File: config.mk
export PLATFORM = sky130hd
export DESIGN_NAME = scm_system_clock_mode_control
export DESIGN_NICKNAME = d
export VERILOG_FILES = /design/src/logic/scm_pkg.sv /design/src/logic/scm_system_clock_mode_control.sv
export SDC_FILE = /design/constraint.sdc
export NUM_CORES = 1
export LEC_CHECK = 0
export ABC_AREA = 1
export BUFFER_PORTS_ARGS = -buffer_cell sky130_fd_sc_hd__buf_4
export CAP_MARGIN = 20
export CORE_UTILIZATION = 45
export DETAILED_ROUTE_END_ITERATION = 8
export PLACE_DENSITY = 0.62
export SETUP_SLACK_MARGIN = 0.05
export SLEW_MARGIN = 25
export SYNTH_ARGS = -nofsm -noshare
export SYNTH_HDL_FRONTEND = slang
export SYNTH_SLANG_ARGS = --single-unit
File: constraint.sdc
create_clock -name core_clk_i -period 2 [get_ports core_clk_i]
set_input_delay 0.3 -clock core_clk_i [delete_from_list [all_inputs] [get_ports core_clk_i]]
set_output_delay 0.3 -clock core_clk_i [all_outputs]
set_load 0.01 [all_outputs]
File: src/logic/scm_pkg.sv
// Constants, types and carriers shared by the system clock mode control block
package scm_pkg;

    // ------------------------------------------------------------
    // Register indices on the plain register port
    // ------------------------------------------------------------
    localparam logic [1:0] SCM_ADDR_MODE = 2'h0; // Clock mode register
    localparam logic [1:0] SCM_ADDR_CTRL = 2'h1; // Idle system clock keep flag
    localparam logic [1:0] SCM_ADDR_STAT = 2'h2; // Sticky event status
    localparam logic [1:0] SCM_ADDR_MASK = 2'h3; // Event mask

    // ------------------------------------------------------------
    // Field positions and reset values
    // ------------------------------------------------------------
    localparam int SCM_MODE_HSEL = 0; // High clock select
    localparam int SCM_MODE_IDLE = 1; // Idle on halt
    localparam int SCM_MODE_HRDY = 2; // High oscillator ready
    localparam int SCM_MODE_LRDY = 3; // Low oscillator ready
    localparam int SCM_MODE_FAST = 4; // Fast wake-up enable
    localparam int SCM_MODE_DIVL = 5; // Divider select low bit
    localparam int SCM_MODE_DIVH = 7; // Divider select high bit
    localparam int SCM_CTRL_KEEP = 7; // Idle system clock keep
    localparam logic [7:0] SCM_MODE_RST = 8'h03; // Idle on halt, high clock
    localparam logic [7:0] SCM_MODE_WMASK = 8'hf3; // Writable mode bits
    localparam logic [6:0] SCM_CTRL_ZERO = 7'h00; // Low control bits read zero
    localparam logic SCM_CTRL_KEEP_RST = 1'b0; // Keep bit after reset

    // ------------------------------------------------------------
    // Divider select encoding
    // ------------------------------------------------------------
    localparam logic [2:0] SCM_DIV_SUB_MAX = 3'h1; // Codes up to this give sub clock
    localparam logic [3:0] SCM_DIV_EXP_BASE = 4'h8; // Exponent is base minus code
    localparam logic [5:0] SCM_DIV_ONES = 6'h3f; // Divider counter full mask

    // ------------------------------------------------------------
    // Stabilisation and wake-up counts, in oscillator cycles, the resume count in system cycles
    // ------------------------------------------------------------
    localparam int SCM_CNT_W = 11; // Ready counter width
    localparam logic [SCM_CNT_W-1:0] SCM_XTAL_CYC = 11'h400; // Crystal start, 1024
    localparam logic [SCM_CNT_W-1:0] SCM_HRC_CYC = 11'h010; // High RC start, 16
    localparam logic [SCM_CNT_W-1:0] SCM_LRC_CYC = 11'h002; // Low RC start, 2
    localparam logic [1:0] SCM_RESUME_CYC = 2'h2; // Resume from running pause
    localparam logic [1:0] SCM_FAST_CYC = 2'h2; // Sub cycles before fast run

    // ------------------------------------------------------------
    // Interrupt status bits
    // ------------------------------------------------------------
    localparam int SCM_IRQ_W = 3; // Number of events
    localparam int SCM_EV_HRDY = 0; // High oscillator became ready
    localparam int SCM_EV_LRDY = 1; // Low oscillator became ready
    localparam int SCM_EV_WAKE = 2; // CPU resumed after wake-up

    // ------------------------------------------------------------
    // Types
    // ------------------------------------------------------------
    typedef enum logic [2:0] {
        SCM_ST_RUN = 3'h0,        // Normal or slow running
        SCM_ST_PAUSE_RUN = 3'h1,  // Clock running pause
        SCM_ST_PAUSE_STOP = 3'h2, // Clock stopped pause
        SCM_ST_SUB_STOP = 3'h3,   // Sub running stop state
        SCM_ST_FULL_STOP = 3'h4,  // Full stop state
        SCM_ST_WAKE_WAIT = 3'h5,  // Waiting for the oscillator, or for the resume count after running pause
        SCM_ST_FAST_RUN = 3'h6    // Running on sub clock temporarily
    } scm_state_t;

    typedef enum logic [1:0] {
        SCM_SRC_HIGH = 2'h0, // Undivided high-speed clock
        SCM_SRC_DIV = 2'h1,  // Divided high-speed clock
        SCM_SRC_SUB = 2'h2,  // Sub clock
        SCM_SRC_NONE = 2'h3  // System clock stopped
    } scm_src_t;

    typedef struct packed {
        logic high_is_crystal; // High oscillator is the external crystal
        logic low_is_crystal;  // Sub clock is the external crystal
        logic sub_keep;        // Watchdog, detector or display needs sub clock
    } scm_osc_cfg_t;

    typedef struct packed {
        logic cpu_run;     // CPU clock enabled
        logic sysclk_run;  // System clock to peripherals enabled
        logic high_osc_en; // High-speed oscillator enable
        logic sub_osc_en;  // Sub oscillator enable
        scm_src_t src;     // System clock source
    } scm_clk_ctl_t;

endpackage

File: src/logic/scm_system_clock_mode_control.sv
// System clock selection, halt modes, oscillator ready tracking and fast wake-up
`timescale 1ns/1ps

module scm_system_clock_mode_control
    import scm_pkg::*;
(
    input wire logic core_clk_i,             // Block clock, 40 MHz
    input wire logic sys_rst_i,              // Synchronous reset, high
    input wire logic ce_i,                   // Clock enable, low freezes
    input wire logic [1:0] reg_addr_i,       // Register index
    input wire logic [7:0] reg_wdata_i,      // Write data
    input wire logic reg_wr_i,               // Write strobe
    input wire logic reg_rd_i,               // Read strobe
    output logic [7:0] reg_rdata_o,          // Read data, one cycle later
    input wire scm_osc_cfg_t osc_cfg_i,      // Oscillator configuration
    input wire logic high_tick_i,            // One pulse per high oscillator cycle
    input wire logic sub_tick_i,             // One pulse per sub oscillator cycle
    input wire logic halt_i,                 // Halt instruction pulse
    input wire logic wake_i,                 // Wake-up event pulse
    output scm_clk_ctl_t clk_ctl_o,          // Clock controls
    output logic sys_tick_o,                 // One pulse per system clock cycle
    output scm_state_t state_o,              // Current operating state
    output logic irq_o                       // Level interrupt
);

    // ------------------------------------------------------------
    // Registers
    // ------------------------------------------------------------
    logic [7:0] mode_reg;                    // Mode register storage
    logic keep_reg;                          // Idle system clock keep
    logic [SCM_IRQ_W-1:0] stat_reg;          // Sticky events
    logic [SCM_IRQ_W-1:0] mask_reg;          // Event mask
    logic [7:0] rdata_reg;                   // Read data
    scm_state_t state_reg;                   // Operating state
    scm_state_t state_next;                  // Next operating state
    logic from_run_reg;                      // Wake began from running pause
    logic [1:0] wake_cnt_reg;                // Wake-up cycle count
    logic [SCM_CNT_W-1:0] hcnt_reg;          // High oscillator start count
    logic [SCM_CNT_W-1:0] lcnt_reg;          // Sub oscillator start count
    logic hrdy_reg;                          // High oscillator ready
    logic lrdy_reg;                          // Low oscillator ready
    logic cpu_prev_reg;                      // CPU run last cycle
    logic [5:0] div_cnt_reg;                 // High clock divider
    logic sys_tick_reg;                      // System tick output

    // ------------------------------------------------------------
    // Field decode
    // ------------------------------------------------------------
    wire [2:0] div_sel = mode_reg[SCM_MODE_DIVH:SCM_MODE_DIVL]; // Divider code
    wire fast_en = mode_reg[SCM_MODE_FAST];  // Fast wake-up request
    wire idle_on_halt = mode_reg[SCM_MODE_IDLE]; // Halt goes to pause
    wire high_sel = mode_reg[SCM_MODE_HSEL]; // Undivided high clock
    wire on_high = high_sel | (div_sel > SCM_DIV_SUB_MAX);

    // ------------------------------------------------------------
    // Register port decode
    // ------------------------------------------------------------
    wire wr_mode = reg_wr_i & (reg_addr_i == SCM_ADDR_MODE); // Mode write
    wire wr_ctrl = reg_wr_i & (reg_addr_i == SCM_ADDR_CTRL); // Control write
    wire wr_stat = reg_wr_i & (reg_addr_i == SCM_ADDR_STAT); // Status clear
    wire wr_mask = reg_wr_i & (reg_addr_i == SCM_ADDR_MASK); // Mask write
    // Ready bits are hardware owned, so writes there are dropped
    wire [7:0] mode_next = (reg_wdata_i & SCM_MODE_WMASK) | (mode_reg & ~SCM_MODE_WMASK);
    wire [7:0] mode_view = {mode_reg[SCM_MODE_DIVH:SCM_MODE_FAST], lrdy_reg, hrdy_reg,
                            mode_reg[SCM_MODE_IDLE:SCM_MODE_HSEL]}; // Mode as read
    wire [7:0] ctrl_view = {keep_reg, SCM_CTRL_ZERO};
    wire [7:0] stat_view = {{(8 - SCM_IRQ_W){1'b0}}, stat_reg}; // Status as read
    wire [7:0] mask_view = {{(8 - SCM_IRQ_W){1'b0}}, mask_reg}; // Mask as read
    wire [7:0] rdata_next = (reg_addr_i == SCM_ADDR_MODE) ? mode_view :
                            (reg_addr_i == SCM_ADDR_CTRL) ? ctrl_view :
                            (reg_addr_i == SCM_ADDR_STAT) ? stat_view : mask_view;

    // ------------------------------------------------------------
    // Wake-up decisions
    // ------------------------------------------------------------
    wire in_stop = (state_reg == SCM_ST_PAUSE_STOP) | (state_reg == SCM_ST_SUB_STOP) |
                   (state_reg == SCM_ST_FULL_STOP); // Oscillator stopped
    // Fast path only for the high crystal and only with the sub clock alive
    wire fast_ok = on_high & osc_cfg_i.high_is_crystal & fast_en &
                   (state_reg != SCM_ST_FULL_STOP);
    wire fast_live = wake_cnt_reg == SCM_FAST_CYC;
    wire resumed = wake_cnt_reg == SCM_RESUME_CYC;
    wire osc_ready = on_high ? hrdy_reg : lrdy_reg;
    wire wait_done = from_run_reg ? resumed : osc_ready; // Wake wait exit
    wire [SCM_CNT_W-1:0] htarget = osc_cfg_i.high_is_crystal ? SCM_XTAL_CYC : SCM_HRC_CYC;
    wire [SCM_CNT_W-1:0] ltarget = osc_cfg_i.low_is_crystal ? SCM_XTAL_CYC : SCM_LRC_CYC;

    // ------------------------------------------------------------
    // Operating state transitions
    // ------------------------------------------------------------
    always_comb begin
        state_next = state_reg;
        case (state_reg)
            SCM_ST_RUN: begin
                if (halt_i) begin
                    if (idle_on_halt) begin
                        state_next = keep_reg ? SCM_ST_PAUSE_RUN : SCM_ST_PAUSE_STOP;
                    end else begin
                        state_next = osc_cfg_i.sub_keep ? SCM_ST_SUB_STOP : SCM_ST_FULL_STOP;
                    end
                end
            end
            SCM_ST_PAUSE_RUN: begin
                if (wake_i) begin
                    state_next = SCM_ST_WAKE_WAIT;
                end
            end
            SCM_ST_PAUSE_STOP, SCM_ST_SUB_STOP, SCM_ST_FULL_STOP: begin
                if (wake_i) begin
                    state_next = fast_ok ? SCM_ST_FAST_RUN : SCM_ST_WAKE_WAIT;
                end
            end
            SCM_ST_WAKE_WAIT: begin
                if (wait_done) begin
                    state_next = SCM_ST_RUN;
                end
            end
            SCM_ST_FAST_RUN: begin
                // Software may have moved to the sub clock meanwhile
                if (hrdy_reg | ~on_high) begin
                    state_next = SCM_ST_RUN;
                end
            end
            default: begin
                state_next = SCM_ST_RUN;
            end
        endcase
    end

    // ------------------------------------------------------------
    // Clock controls
    // ------------------------------------------------------------
    wire in_fast = state_reg == SCM_ST_FAST_RUN; // Temporary sub clock
    wire cpu_run = (state_reg == SCM_ST_RUN) | (in_fast & fast_live); // CPU clock
    wire sys_run = (state_reg == SCM_ST_RUN) | (state_reg == SCM_ST_PAUSE_RUN) | in_fast |
                   ((state_reg == SCM_ST_WAKE_WAIT) & from_run_reg);
    // High oscillator off when sub is the source outside fast run, and in the three stop states
    wire high_en = (on_high & ~in_stop) | in_fast;
    wire sub_en = state_reg != SCM_ST_FULL_STOP;
    wire scm_src_t src_sel = ~sys_run ? SCM_SRC_NONE :
                             in_fast ? SCM_SRC_SUB :
                             high_sel ? SCM_SRC_HIGH :
                             on_high ? SCM_SRC_DIV : SCM_SRC_SUB;

    // ------------------------------------------------------------
    // High clock divider
    // ------------------------------------------------------------
    wire [3:0] div_exp = SCM_DIV_EXP_BASE - {1'b0, div_sel}; // Code 2 gives 6
    wire [5:0] div_hi = SCM_DIV_ONES << div_exp; // Bits above the ratio
    wire [5:0] div_mask = ~div_hi; // Ratio minus one
    wire div_wrap = (div_cnt_reg & div_mask) == div_mask; // Last cycle of ratio
    wire tick_next = (src_sel == SCM_SRC_HIGH) ? high_tick_i :
                     (src_sel == SCM_SRC_DIV) ? (high_tick_i & div_wrap) :
                     (src_sel == SCM_SRC_SUB) ? sub_tick_i : 1'b0;

    // ------------------------------------------------------------
    // Events and interrupt
    // ------------------------------------------------------------
    wire hrdy_set = high_en & ~hrdy_reg & high_tick_i & (hcnt_reg + 11'h001 == htarget);
    wire lrdy_set = sub_en & ~lrdy_reg & sub_tick_i & (lcnt_reg + 11'h001 == ltarget);
    wire [SCM_IRQ_W-1:0] events; // Event pulses
    assign events[SCM_EV_HRDY] = hrdy_set;
    assign events[SCM_EV_LRDY] = lrdy_set;
    assign events[SCM_EV_WAKE] = cpu_run & ~cpu_prev_reg;
    wire [SCM_IRQ_W-1:0] clr_bits = wr_stat ? reg_wdata_i[SCM_IRQ_W-1:0] : '0; // W1C
    // A set in the same cycle as its clear is kept
    wire [SCM_IRQ_W-1:0] stat_next = (stat_reg & ~clr_bits) | events;

    // ------------------------------------------------------------
    // Software registers and read data
    // ------------------------------------------------------------
    always_ff @(posedge core_clk_i) begin
        if (sys_rst_i) begin
            mode_reg <= SCM_MODE_RST;
            keep_reg <= SCM_CTRL_KEEP_RST;
            stat_reg <= '0;
            mask_reg <= '0;
            rdata_reg <= 8'h00;
        end else if (ce_i) begin
            if (wr_mode) begin
                mode_reg <= mode_next;
            end
            if (wr_ctrl) begin
                keep_reg <= reg_wdata_i[SCM_CTRL_KEEP];
            end
            if (wr_mask) begin
                mask_reg <= reg_wdata_i[SCM_IRQ_W-1:0];
            end
            stat_reg <= stat_next;
            if (reg_rd_i) begin
                rdata_reg <= rdata_next;
            end
        end
    end

    // ------------------------------------------------------------
    // State and wake-up counting
    // ------------------------------------------------------------
    always_ff @(posedge core_clk_i) begin
        if (sys_rst_i) begin
            state_reg <= SCM_ST_RUN;
            from_run_reg <= 1'b0;
            wake_cnt_reg <= 2'h0;
            cpu_prev_reg <= 1'b1;
        end else if (ce_i) begin
            state_reg <= state_next;
            cpu_prev_reg <= cpu_run;
            if (wake_i & (state_reg == SCM_ST_PAUSE_RUN)) begin
                from_run_reg <= 1'b1;
            end else if (state_reg == SCM_ST_RUN) begin
                from_run_reg <= 1'b0;
            end
            // Running pause counts system cycles, fast path counts sub cycles
            if ((state_reg == SCM_ST_WAKE_WAIT) & from_run_reg & sys_tick_reg & ~resumed) begin
                wake_cnt_reg <= wake_cnt_reg + 2'h1;
            end else if (in_fast & sub_tick_i & ~fast_live) begin
                wake_cnt_reg <= wake_cnt_reg + 2'h1;
            end else if (state_reg == SCM_ST_RUN) begin
                wake_cnt_reg <= 2'h0;
            end
        end
    end

    // ------------------------------------------------------------
    // Oscillator ready tracking
    // ------------------------------------------------------------
    always_ff @(posedge core_clk_i) begin
        if (sys_rst_i) begin
            hcnt_reg <= '0;
            lcnt_reg <= '0;
            hrdy_reg <= 1'b0;
            lrdy_reg <= 1'b0;
        end else if (ce_i) begin
            // A stopped oscillator loses its ready state and restarts counting
            if (~high_en) begin
                hcnt_reg <= '0;
                hrdy_reg <= 1'b0;
            end else if (high_tick_i & ~hrdy_reg) begin
                hcnt_reg <= hcnt_reg + 11'h001;
                hrdy_reg <= hrdy_set;
            end
            if (~sub_en) begin
                lcnt_reg <= '0;
                lrdy_reg <= 1'b0;
            end else if (sub_tick_i & ~lrdy_reg) begin
                lcnt_reg <= lcnt_reg + 11'h001;
                lrdy_reg <= lrdy_set;
            end
        end
    end

    // ------------------------------------------------------------
    // Divider and system tick
    // ------------------------------------------------------------
    always_ff @(posedge core_clk_i) begin
        if (sys_rst_i) begin
            div_cnt_reg <= 6'h00;
            sys_tick_reg <= 1'b0;
        end else if (ce_i) begin
            if (~high_en) begin
                div_cnt_reg <= 6'h00;
            end else if (high_tick_i) begin
                div_cnt_reg <= div_cnt_reg + 6'h01;
            end
            sys_tick_reg <= tick_next;
        end
    end

    // ------------------------------------------------------------
    // Outputs
    // ------------------------------------------------------------
    assign reg_rdata_o = rdata_reg;
    assign clk_ctl_o.cpu_run = cpu_run;
    assign clk_ctl_o.sysclk_run = sys_run;
    assign clk_ctl_o.high_osc_en = high_en;
    assign clk_ctl_o.sub_osc_en = sub_en;
    assign clk_ctl_o.src = src_sel;
    assign sys_tick_o = sys_tick_reg;
    assign state_o = state_reg;
    assign irq_o = |(stat_reg & mask_reg);

endmodule // scm_system_clock_mode_control

==> results of run 1 <==
[routing by layer]
layer | global-route usage [%] | wire (microns)
met1 | 30.0 | 4150
met2 | 37.3 | 4000
met3 | 5.45 | 360
met4 | 9.38 | 161
met5 | 0 | 0
[worst register-to-register path, stage by stage, from the launching register on]
cell	delay, ns
sky130_fd_sc_hd__dfxtp_2	0.40
sky130_fd_sc_hd__inv_1	0.11
sky130_fd_sc_hd__nand3_2	0.12
sky130_fd_sc_hd__inv_2	0.08
sky130_fd_sc_hd__nor2_4	0.11
sky130_fd_sc_hd__nand2_1	0.08
sky130_fd_sc_hd__nand2_2	0.09
sky130_fd_sc_hd__buf_8	0.10
sky130_fd_sc_hd__buf_4	0.15
sky130_fd_sc_hd__nand2_1	0.07
sky130_fd_sc_hd__nor2_1	0.08
sky130_fd_sc_hd__nand4_1	0.17
sky130_fd_sc_hd__o21ai_1	0.17
[kinds of logic after synthesis]
group | count (synthesis)
buffers and inverters | 80
adder cells (fa/ha/maj) | 9
XOR/XNOR | 8
AO/OA/AOI/OAI | 94
flip-flops | 59
AND/OR/NAND/NOR | 291
[metrics by stage]
step,total power [mW],hold slack [ns],utilization (%)
4_1_cts,3.65,0.188,55.7
3_3_place_gp,2.31,0.449,52.2
5_1_grt,3.87,0.194,56.3
2_1_floorplan,2.02,0.430,-
6_report,3.65,0.200,56.3
3_5_place_dp,2.32,0.456,52.2
[power breakdown]
part / leakage (nW) / switching (mW) / internal, mW / total, mW
Clock: 0.113 / 0.503 / 0.768 / 1.27
Combinational: 1.20 / 0.630 / 0.421 / 1.05
Sequential: 0.481 / 0.0763 / 1.25 / 1.32
[what timing repair did]
action	4_1_cts	5_1_grt
pin swaps	1	2
resized for setup	3	14
hold buffers	0	0
setup endpoints to repair	2	18
cloned	0	0
buffers inserted	3	0
[layout by cell type, fill, tap and decap left out, types with 4 or more instances in the layout]
master	count
sky130_fd_sc_hd__o21ai_0	23
sky130_fd_sc_hd__nand3_2	4
sky130_fd_sc_hd__dfxtp_1	56
sky130_fd_sc_hd__xor2_1	6
sky130_fd_sc_hd__inv_2	4
sky130_fd_sc_hd__nand4_1	7
sky130_fd_sc_hd__nand2_2	4
sky130_fd_sc_hd__clkbuf_8	11
sky130_fd_sc_hd__nand3_1	41
sky130_fd_sc_hd__nor2_1	70
sky130_fd_sc_hd__nor3_1	6
sky130_fd_sc_hd__a31oi_1	5
sky130_fd_sc_hd__a21oi_1	54
sky130_fd_sc_hd__buf_4	49
sky130_fd_sc_hd__inv_1	58
sky130_fd_sc_hd__ha_1	8
sky130_fd_sc_hd__nand2_1	148
[cell usage after synthesis, types with 2 or more instances]
cell type,number
sky130_fd_sc_hd__nand2_1,150
sky130_fd_sc_hd__nor2_1,71
sky130_fd_sc_hd__inv_1,60
sky130_fd_sc_hd__dfxtp_1,59
sky130_fd_sc_hd__a21oi_1,54
sky130_fd_sc_hd__nand3_1,42
sky130_fd_sc_hd__o21ai_0,24
sky130_fd_sc_hd__ha_1,9
sky130_fd_sc_hd__clkbuf_1,7
sky130_fd_sc_hd__nand4_1,7
sky130_fd_sc_hd__nor3_1,6
sky130_fd_sc_hd__xor2_1,6
sky130_fd_sc_hd__a31oi_1,5
sky130_fd_sc_hd__buf_4,5
sky130_fd_sc_hd__nand3_2,4
sky130_fd_sc_hd__a21oi_2,3
sky130_fd_sc_hd__inv_2,3
sky130_fd_sc_hd__nand2_2,3
sky130_fd_sc_hd__nand2_4,2
sky130_fd_sc_hd__nand3b_1,2
sky130_fd_sc_hd__nor2_2,2
sky130_fd_sc_hd__o211ai_1,2
sky130_fd_sc_hd__o21ai_1,2
sky130_fd_sc_hd__o22ai_1,2
sky130_fd_sc_hd__xnor2_1,2
[worst paths after layout]
check | from | to | slack (ns) | depth (start not counted)
max | state_o[1] | clk_ctl_o[3] | 0.14 | 8
min | reg_wdata_i[1] | mode_reg[1] | 0.20 | 3
max reg2reg | state_o[1] | hrdy_reg | 0.21 | 12
min reg2reg | reg_rdata_o[5] | reg_rdata_o[5] | 0.46 | 2
[cell type report]
type | instances | area share [%]
repair buffers | 50 | 9.28
clock buffers | 12 | 3.76
well taps | 99 | 3.00
clock inverters | 4 | 1.76
multi-input cells | 402 | 47.4
flip-flops and latches | 59 | 28.7
inverters | 65 | 6.04
==> results.toml, run 1 <==
[placed_design]
dp_slack_ns = 0.161
post-dp-hpwl_microns = 6240
finalWeightedCongestion = 0.909
port_buffers = 39
placed_cells = 672
post_placement_cell_area_sq_um = 3830

[global_route]
grt_pass1_wl_microns = 14000
grt_antenna_before_repair = 0
globalRoute.totalOverflow = 0
grt_max_degree = 36
grt_pass1_vias = 3132
grt.total_usage_pct = 23.2

[clocking]
maximum_root_to_sink_buffer_count = 2
cts-buffers-inserted = 9
clk-insertion-delay-late_ns = 0.35
tritoncts = "yes"
cts_num_sinks = 59
path_clk_slew_ns = 0.07
clockRootBuffer = "sky130_fd_sc_hd__clkbuf_8"
clock_tree.htree_level_count = 3

[layout]
nets_finish = 618
area.sequential_sq_um = 1180
final_layout_size_suffix_gt1_share_pct = 16.0
finish.instance_area_sq_um = 4120
number_of_inserted_filler_cells_in_the_final_layout = 746
area_growth_syn_to_layout_pct = 20.1
antenna_cell_count = 0
final-instance-count-excl-fill = 691
multi_input_comb_area_sq_um = 1960

[power_and_ir_drop]
total_leakage_power_nw = 1.80
pwr_density_cell_nw_per_um2 = 884
ir_drop_mv = 0.419

[yosys]
post_synth_and_or_nand_nor_area_fraction_pct = 36.1
postSynthCellCount = 541
yosysUniqueCellTypes = 34
synth_sequential_area_ratio_pct = 34.4
synth.net_count = 572
synth_enable_flop_cells = 0
synth_ff_type = "sky130_fd_sc_hd__dfxtp_1"
flip_flop_and_latch_count_after_synthesis = 59
synthMuxAreaShare_pct = 0
syn_avg_cell_area_sq_um = 6.35
synth_area_leader_cell = "sky130_fd_sc_hd__dfxtp_1"
synth-compound-area-share_pct = 14.6
async_flop_share_pct = 0
synthDominantCellAreaShare_pct = 34.4
synth_top_cells_by_area = "sky130_fd_sc_hd__dfxtp_1, sky130_fd_sc_hd__nand2_1, sky130_fd_sc_hd__a21oi_1, sky130_fd_sc_hd__nor2_1, sky130_fd_sc_hd__inv_1"
synthesized_area_sq_um = 3430
synth-adder-area-share_pct = 3.28
total_number_of_yosys_warnings = 0
synth_xor_area_share_pct = 2.04
dominant_combinational_cell_family_by_area_after_synthesis = "simple AND/OR/NAND/NOR gates"

[setup_path]
timing.critical_path.slowest_stage_cell = "sky130_fd_sc_hd__dfxtp_2"
cp_slowest_stage_delay_ns = 0.36
cp_data_arrival_time_ns = 1.56
timing_worst_setup_path_type = "flop to output port"
worstSetupStartpointType = "flop"
setup.worst_path.end_class = "output port"
family_with_the_most_delay_on_the_worst_path = "buffers and inverters"
cp.required_ns = 1.70
critical_path.max_fanout = 5
cell_chain_critical_path = "inv_1 -> nand3_2 -> inv_2 -> nor2_4 -> nand2_1 -> nand2_2 -> buf_8 -> buf_4"
critPathBufInv = 4

[floorplan]
die-area_sq_um = 7990
coreArea_sq_um = 7330
die_y_microns = 89.4
rows = 31
initial_core_util_pct = 46.9
num_io_pins = 41
die_w_microns = 89.4

[sta]
final.min_clock_period_ns = 1.86
clock_skew_ns = 0.00617
hold_viol = 0
final_max_slew_viol_count = 0
grt_setup_unrepaired = "yes"
tns_ns = 0
setup_viol_count_final = 0
achievable-frequency_ghz = 0.538
final_critical_path_setup_slack_ns = 0.142
slew_headroom_pct = 70.0
tightest_slew_ns = 0.448
period_share_pct = 92.9

[drt]
antenna_left = 0
routed-via-count = 3512
detail_route.drc_violations = 0
route.final.wire_length_microns = 8670
firstDrtPassIters = 5
vias_per_cell = 5.08
wl_per_cell_microns = 12.5
first_iter_violations = 148

[job]
maxCapViolCount = 0

[worst_hold_path]
hold_class = "input pin to flop"

[run_status]
run_status = "finished clean"
Power figures use the tool's default switching activity.
==> inputs of run 2 (changes only) <==
RECOVER_POWER = 50   (was not set)
==> run 2 against run 1 <==
  * Combinational power barely moved
  * Largest power group unchanged
  * Critical endpoint unchanged
  * Clock skew rose by 0.0011 ns
  * Via count fell by 1.6%
  * Routed wire length fell by 0.29%
  * Worst hold slack improved by 0.0054 ns
  * Sequential cell count did not move
==> results.toml, run 2 (same netlist as run 1, synthesis figures left out) <==
[global_route]
grt_max_degree = 36
grt_pass1_wl_microns = 14000
globalRoute.totalOverflow = 0
grt_antenna_before_repair = 0
grt_pass1_vias = 3132
grt.total_usage_pct = 23.2

[sta]
worst_hold_slack_ns = 0.205
final_max_slew_viol_count = 0
setup_viol_count_final = 0
slew_headroom_pct = 70.2
achievable-frequency_ghz = 0.537
period_share_pct = 93.2
grt_setup_unrepaired = "yes"
final_critical_path_setup_slack_ns = 0.137
tns_ns = 0
tightest_slew_ns = 0.445
final.min_clock_period_ns = 1.86
clock_skew_ns = 0.00728
hold_viol = 0

[power_and_ir_drop]
clock_power_share_pct = 34.9
power.sequential.fraction_pct = 36.4
total_leakage_power_nw = 1.74
net_switching_power_mw = 1.21
power_report.internal_total_mw = 2.43
combPwrFrac_pct = 28.7
pwr_density_cell_nw_per_um2 = 892
power_switching_share_pct = 33.3
ir_drop_mv = 0.415

[setup_path]
timing_worst_setup_path_type = "flop to output port"
worstSetupStartpointType = "flop"
cp_data_arrival_time_ns = 1.56
setup.worst_path.end_class = "output port"
critical_path.max_fanout = 5
timing.critical_path.slowest_stage_cell = "sky130_fd_sc_hd__dfxtp_2"
cp_slowest_stage_delay_ns = 0.36
cp.required_ns = 1.70
cell_chain_critical_path = "inv_1 -> nand3_2 -> inv_2 -> nor2_4 -> nand2_1 -> nand2_2 -> buf_8 -> buf_4"

[drt]
route.final.wire_length_microns = 8650
vias_per_cell = 5.00
antenna_left = 0
firstDrtPassIters = 5
first_iter_violations = 158
detail_route.drc_violations = 0
routed-via-count = 3457
wl_per_cell_microns = 12.5

[floorplan]
die_w_microns = 89.4
die_y_microns = 89.4
coreArea_sq_um = 7330
initial_core_util_pct = 46.9
die-area_sq_um = 7990
rows = 31
num_io_pins = 41

[clocking]
tritoncts = "yes"
clk-insertion-delay-late_ns = 0.34
clockRootBuffer = "sky130_fd_sc_hd__clkbuf_8"
cts_num_sinks = 59
path_clk_slew_ns = 0.07
maximum_root_to_sink_buffer_count = 2
postCtsHoldBufs = 0
clock_tree.htree_level_count = 3
cts-buffers-inserted = 9

[job]
maxCapViolCount = 0

[layout]
final_common_cell = "sky130_fd_sc_hd__nand2_1"
number_of_inserted_filler_cells_in_the_final_layout = 763
area_growth_syn_to_layout_pct = 18.7
final_layout_size_suffix_gt1_share_pct = 13.9
antenna_cell_count = 0
most-common-layout-cells = "sky130_fd_sc_hd__nand2_1, sky130_fd_sc_hd__nor2_1, sky130_fd_sc_hd__inv_1"
nets_finish = 618

[placed_design]
port_buffers = 39
finalWeightedCongestion = 0.909
dp_slack_ns = 0.161
post-dp-hpwl_microns = 6240

[worst_hold_path]
hold_class = "input pin to flop"

[run_status]
run_status = "finished clean"
-- run 2: cell count changes in the layout (fill, tap and decap cells not counted) --
cell	before	now
sky130_fd_sc_hd__buf_4	49	36
sky130_fd_sc_hd__clkbuf_1	1	14
sky130_fd_sc_hd__o21ai_0	23	24
sky130_fd_sc_hd__o21ai_1	3	2
-- run 2: power by group through the flow --
| stage | Sequential [mW] | Combinational (mW) | Clock (mW) |
|---|---|---|---|
| CTS | 1.32 | 1.03 | 1.30 |
| global placement | 1.34 | 0.970 | 0 |
| detailed placement | 1.35 | 0.975 | 0 |
| global route | 1.33 | 1.17 | 1.35 |
| floorplan | 1.35 | 0.675 | 0 |
| finish | 1.32 | 1.04 | 1.27 |
-- run 2: critical path, delay by kind of cell, from the launching register on --
| family | cells | cell delay [ns] |
|---|---|---|
| buffers and inverters | 4 | 0.52 |
| flip-flops | 1 | 0.36 |
| AND/OR/NAND/NOR | 4 | 0.33 |
-- run 2: path summary, 6_finish.rpt --
| kind | start | end | slack, ns | cells after the start |
|---|---|---|---|---|
| max reg2reg | state_o[1] | hrdy_reg | 0.20 | 12 |
| min | reg_wdata_i[1] | mode_reg[1] | 0.21 | 3 |
| min reg2reg | reg_rdata_o[5] | reg_rdata_o[5] | 0.46 | 2 |
| max | state_o[1] | clk_ctl_o[3] | 0.14 | 8 |
-- run 2: final cells by class --
class	instances	area (sq um)	share of cell area, %
Clock inverter	4	72.6	1.78
Timing Repair Buffer	50	334	8.20
Clock buffer	12	155	3.81
Inverter	65	249	6.11
Sequential cell	59	1180	29.1
Multi-Input combinational cell	402	1960	48.0
Tap cell	99	124	3.04
-- run 2: repair_timing --
action | 4_1_cts | 5_1_grt
gates resized for setup | 3 | 14
setup buffers | 3 | 0
pin swaps | 1 | 2
setup endpoints to repair | 2 | 18
-- run 2: metrics by stage --
| step | cells | utilization, % | total power, mW | cell area, sq um |
|---|---|---|---|---|
| finish | 691 | 55.6 | 3.63 | 4080 |
| global route | 691 | 55.6 | 3.85 | 4080 |
| CTS | 691 | 55.7 | 3.65 | 4090 |
| detailed placement | 672 | 52.2 | 2.32 | 3830 |
| global placement | 672 | 52.2 | 2.31 | 3830 |
| floorplan | 541 | - | 2.02 | 3430 |
-- run 2: metal layers --
| metal | global-route usage [%] | vias to the layer above | wire, microns |
|---|---|---|---|
| met5 | 0 | - | 0 |
| met3 | 5.45 | 9 | 388 |
| met2 | 37.3 | 62 | 3990 |
| met1 | 30.0 | 1555 | 4180 |
| li1 | - | 1831 | - |
| met4 | 9.38 | 0 | 94 |
==> inputs of run 3 (changes only) <==
ABC_AREA = 0   (was 1)
==> run 3 against run 2 <==
  * Core utilization up 2.6 points
  * Critical path depth did not move
  * Worst hold slack got worse by 0.032 ns
  * Final cell count is 14% lower
  * Critical path type unchanged
  * Largest power group unchanged
==> results.toml, run 3 <==
[drt]
vias_per_cell = 5.64
detail_route.drc_violations = 0
antenna_left = 0
wl_per_cell_microns = 15.4
routed-via-count = 3353
firstDrtPassIters = 7
route.final.wire_length_microns = 9140
first_iter_violations = 144

[sta]
final_max_slew_viol_count = 0
hold_viol = 0
slew_headroom_pct = 65.7
achievable-frequency_ghz = 0.504
tns_ns = 0
grt_setup_unrepaired = "yes"
clock_skew_ns = 0.00867
tightest_slew_ns = 0.511
setup_viol_count_final = 0
period_share_pct = 99.3
final.min_clock_period_ns = 1.99

[power_and_ir_drop]
pwr_density_cell_nw_per_um2 = 733
design_power_total_mw = 3.14
total_leakage_power_nw = 1.67
ir_drop_mv = 0.513

[clocking]
maximum_root_to_sink_buffer_count = 2
clock_tree.htree_level_count = 3
clk-insertion-delay-late_ns = 0.35
path_clk_slew_ns = 0.08
tritoncts = "yes"
cts_num_sinks = 59
cts-buffers-inserted = 9
clockRootBuffer = "sky130_fd_sc_hd__clkbuf_8"

[global_route]
grt.total_usage_pct = 23.4
grt_max_degree = 46
globalRoute.totalOverflow = 0
grt_antenna_before_repair = 0
grt_pass1_wl_microns = 15300
grt_util_met1_pct = 29.4
groute.layer.met2.usage_pct = 39.1
groute.layer.met3.usage_pct = 6.60
grt_pass1_vias = 3186
top_usage_layer = "met2"

[setup_path]
worstSetupStartpointType = "flop"
setup.worst_path.end_class = "output port"
cp_data_arrival_time_ns = 1.69
critical_path.max_fanout = 4
timing_worst_setup_path_type = "flop to output port"
cp.required_ns = 1.70

[layout]
nets_finish = 521
multi_input_comb_area_sq_um = 2190
final_common_cell = "sky130_fd_sc_hd__buf_4"
utilization_pct = 58.2
final_layout_size_suffix_gt1_share_pct = 23.4
most-common-layout-cells = "sky130_fd_sc_hd__buf_4, sky130_fd_sc_hd__dfxtp_1, sky130_fd_sc_hd__nor2_1"
antenna_cell_count = 0
number_of_inserted_filler_cells_in_the_final_layout = 705
area.sequential_sq_um = 1190
finish.instance_area_sq_um = 4290
area_growth_syn_to_layout_pct = 23.3

[floorplan]
die-area_sq_um = 8080
die_w_microns = 89.9
num_io_pins = 41
coreArea_sq_um = 7370
die_y_microns = 89.9
initial_core_util_pct = 47.2
rows = 31

[yosys]
total_number_of_yosys_warnings = 0
async_flop_share_pct = 0
yosysUniqueCellTypes = 65
synthDominantCellAreaShare_pct = 34.0
synth.net_count = 460
synth_area_leader_cell = "sky130_fd_sc_hd__dfxtp_1"
synth_top_cells_by_area = "sky130_fd_sc_hd__dfxtp_1, sky130_fd_sc_hd__nor2_1, sky130_fd_sc_hd__mux2i_1, sky130_fd_sc_hd__a21oi_1, sky130_fd_sc_hd__ha_1"
postSynthCellCount = 429
synth_enable_flop_cells = 0
synth_sequential_area_ratio_pct = 34.0
syn_avg_cell_area_sq_um = 8.10
flip_flop_and_latch_count_after_synthesis = 59
synth_ff_type = "sky130_fd_sc_hd__dfxtp_1"
synthesized_area_sq_um = 3480
ys_top_cells_by_count = "sky130_fd_sc_hd__dfxtp_1, sky130_fd_sc_hd__nor2_1, sky130_fd_sc_hd__a21oi_1"
post-synth-top-count-cell = "sky130_fd_sc_hd__dfxtp_1"

[worst_hold_path]
hold_class = "input pin to flop"

[run_status]
run_status = "finished clean"

[placed_design]
port_buffers = 39
post_placement_cell_area_sq_um = 4010
finalWeightedCongestion = 0.855
post-dp-hpwl_microns = 6450

[job]
maxCapViolCount = 0
==> run 3: power by group <==
part	switching [mW]	total, mW	internal [mW]
Sequential	0.0462	1.26	1.21
Combinational	0.403	0.755	0.352
Clock	0.545	1.13	0.583
==> run 3: layout make-up <==
cell class              count  area share, %
repair buffers             77           12.5
inverters                  13           1.20
flip-flops and latches     59           27.7
well taps                  99           2.89
clock buffers               9           2.89
multi-input cells         330           51.0
clock inverters             7           1.78
==> run 3: through the flow <==
| stage | hold WS, ns | instances | setup WS [ns] |
|---|---|---|---|
| 4_1_cts | 0.169 | 593 | -0.0145 |
| 2_1_floorplan | 0.428 | 429 | 0.0797 |
| 5_1_grt | 0.189 | 594 | -0.0630 |
| 3_5_place_dp | 0.466 | 573 | 0.0275 |
| 6_report | 0.173 | 594 | 0.0147 |
| 3_3_place_gp | 0.458 | 573 | 0.0560 |
==> run 3: logic make-up (layout without fill, tap and decap cells) <==
| family | Yosys count | after routing | share of synthesized area, % |
|---|---|---|---|
| buffers and inverters | 40 | 106 | 5.26 |
| DFF | 59 | 59 | 34.0 |
| muxes | 23 | 23 | 6.88 |
| xor gates and xnor gates | 14 | 14 | 3.53 |
| AOI/OAI and AO/OA | 102 | 102 | 19.5 |
| adders and majority gates | 9 | 9 | 3.24 |
| and+or+nand+nor | 182 | 182 | 27.6 |
==> run 3: what timing repair did <==
action,in CTS,in global routing
hold buffers,0,0
buffers inserted,4,1
setup endpoints to repair,9,15
gates resized for setup,13,14
pin swaps,4,5
==> run 3: routing by layer <==
metal,part of all wire (%),up-vias,routed length [microns]
met4,1.5,0,137
met5,0,-,0
met1,45,1559,4090
met2,48,102,4370
met3,5.8,12,533
li1,-,1680,-
==> run 3: path summary, 6_finish.rpt <==
kind / from / end / slack (ns) / cells past startpoint
max: mode_reg[6] / clk_ctl_o[3] / 0.01 / 8
min: reg_wdata_i[4] / mode_reg[4] / 0.17 / 3
max reg2reg: mode_reg[6] / hcnt_reg[5] / 0.06 / 9
min reg2reg: lcnt_reg[1] / lcnt_reg[1] / 0.48 / 2
==> run 3: critical path, cell delays in order, from the launching register on <==
cell                       delay [ns]
sky130_fd_sc_hd__dfxtp_2         0.33
sky130_fd_sc_hd__inv_2           0.07
sky130_fd_sc_hd__ha_4            0.11
sky130_fd_sc_hd__o21bai_4        0.14
sky130_fd_sc_hd__nand3_2         0.12
sky130_fd_sc_hd__a32oi_4         0.28
sky130_fd_sc_hd__inv_4           0.05
sky130_fd_sc_hd__buf_6           0.12
sky130_fd_sc_hd__buf_6           0.11
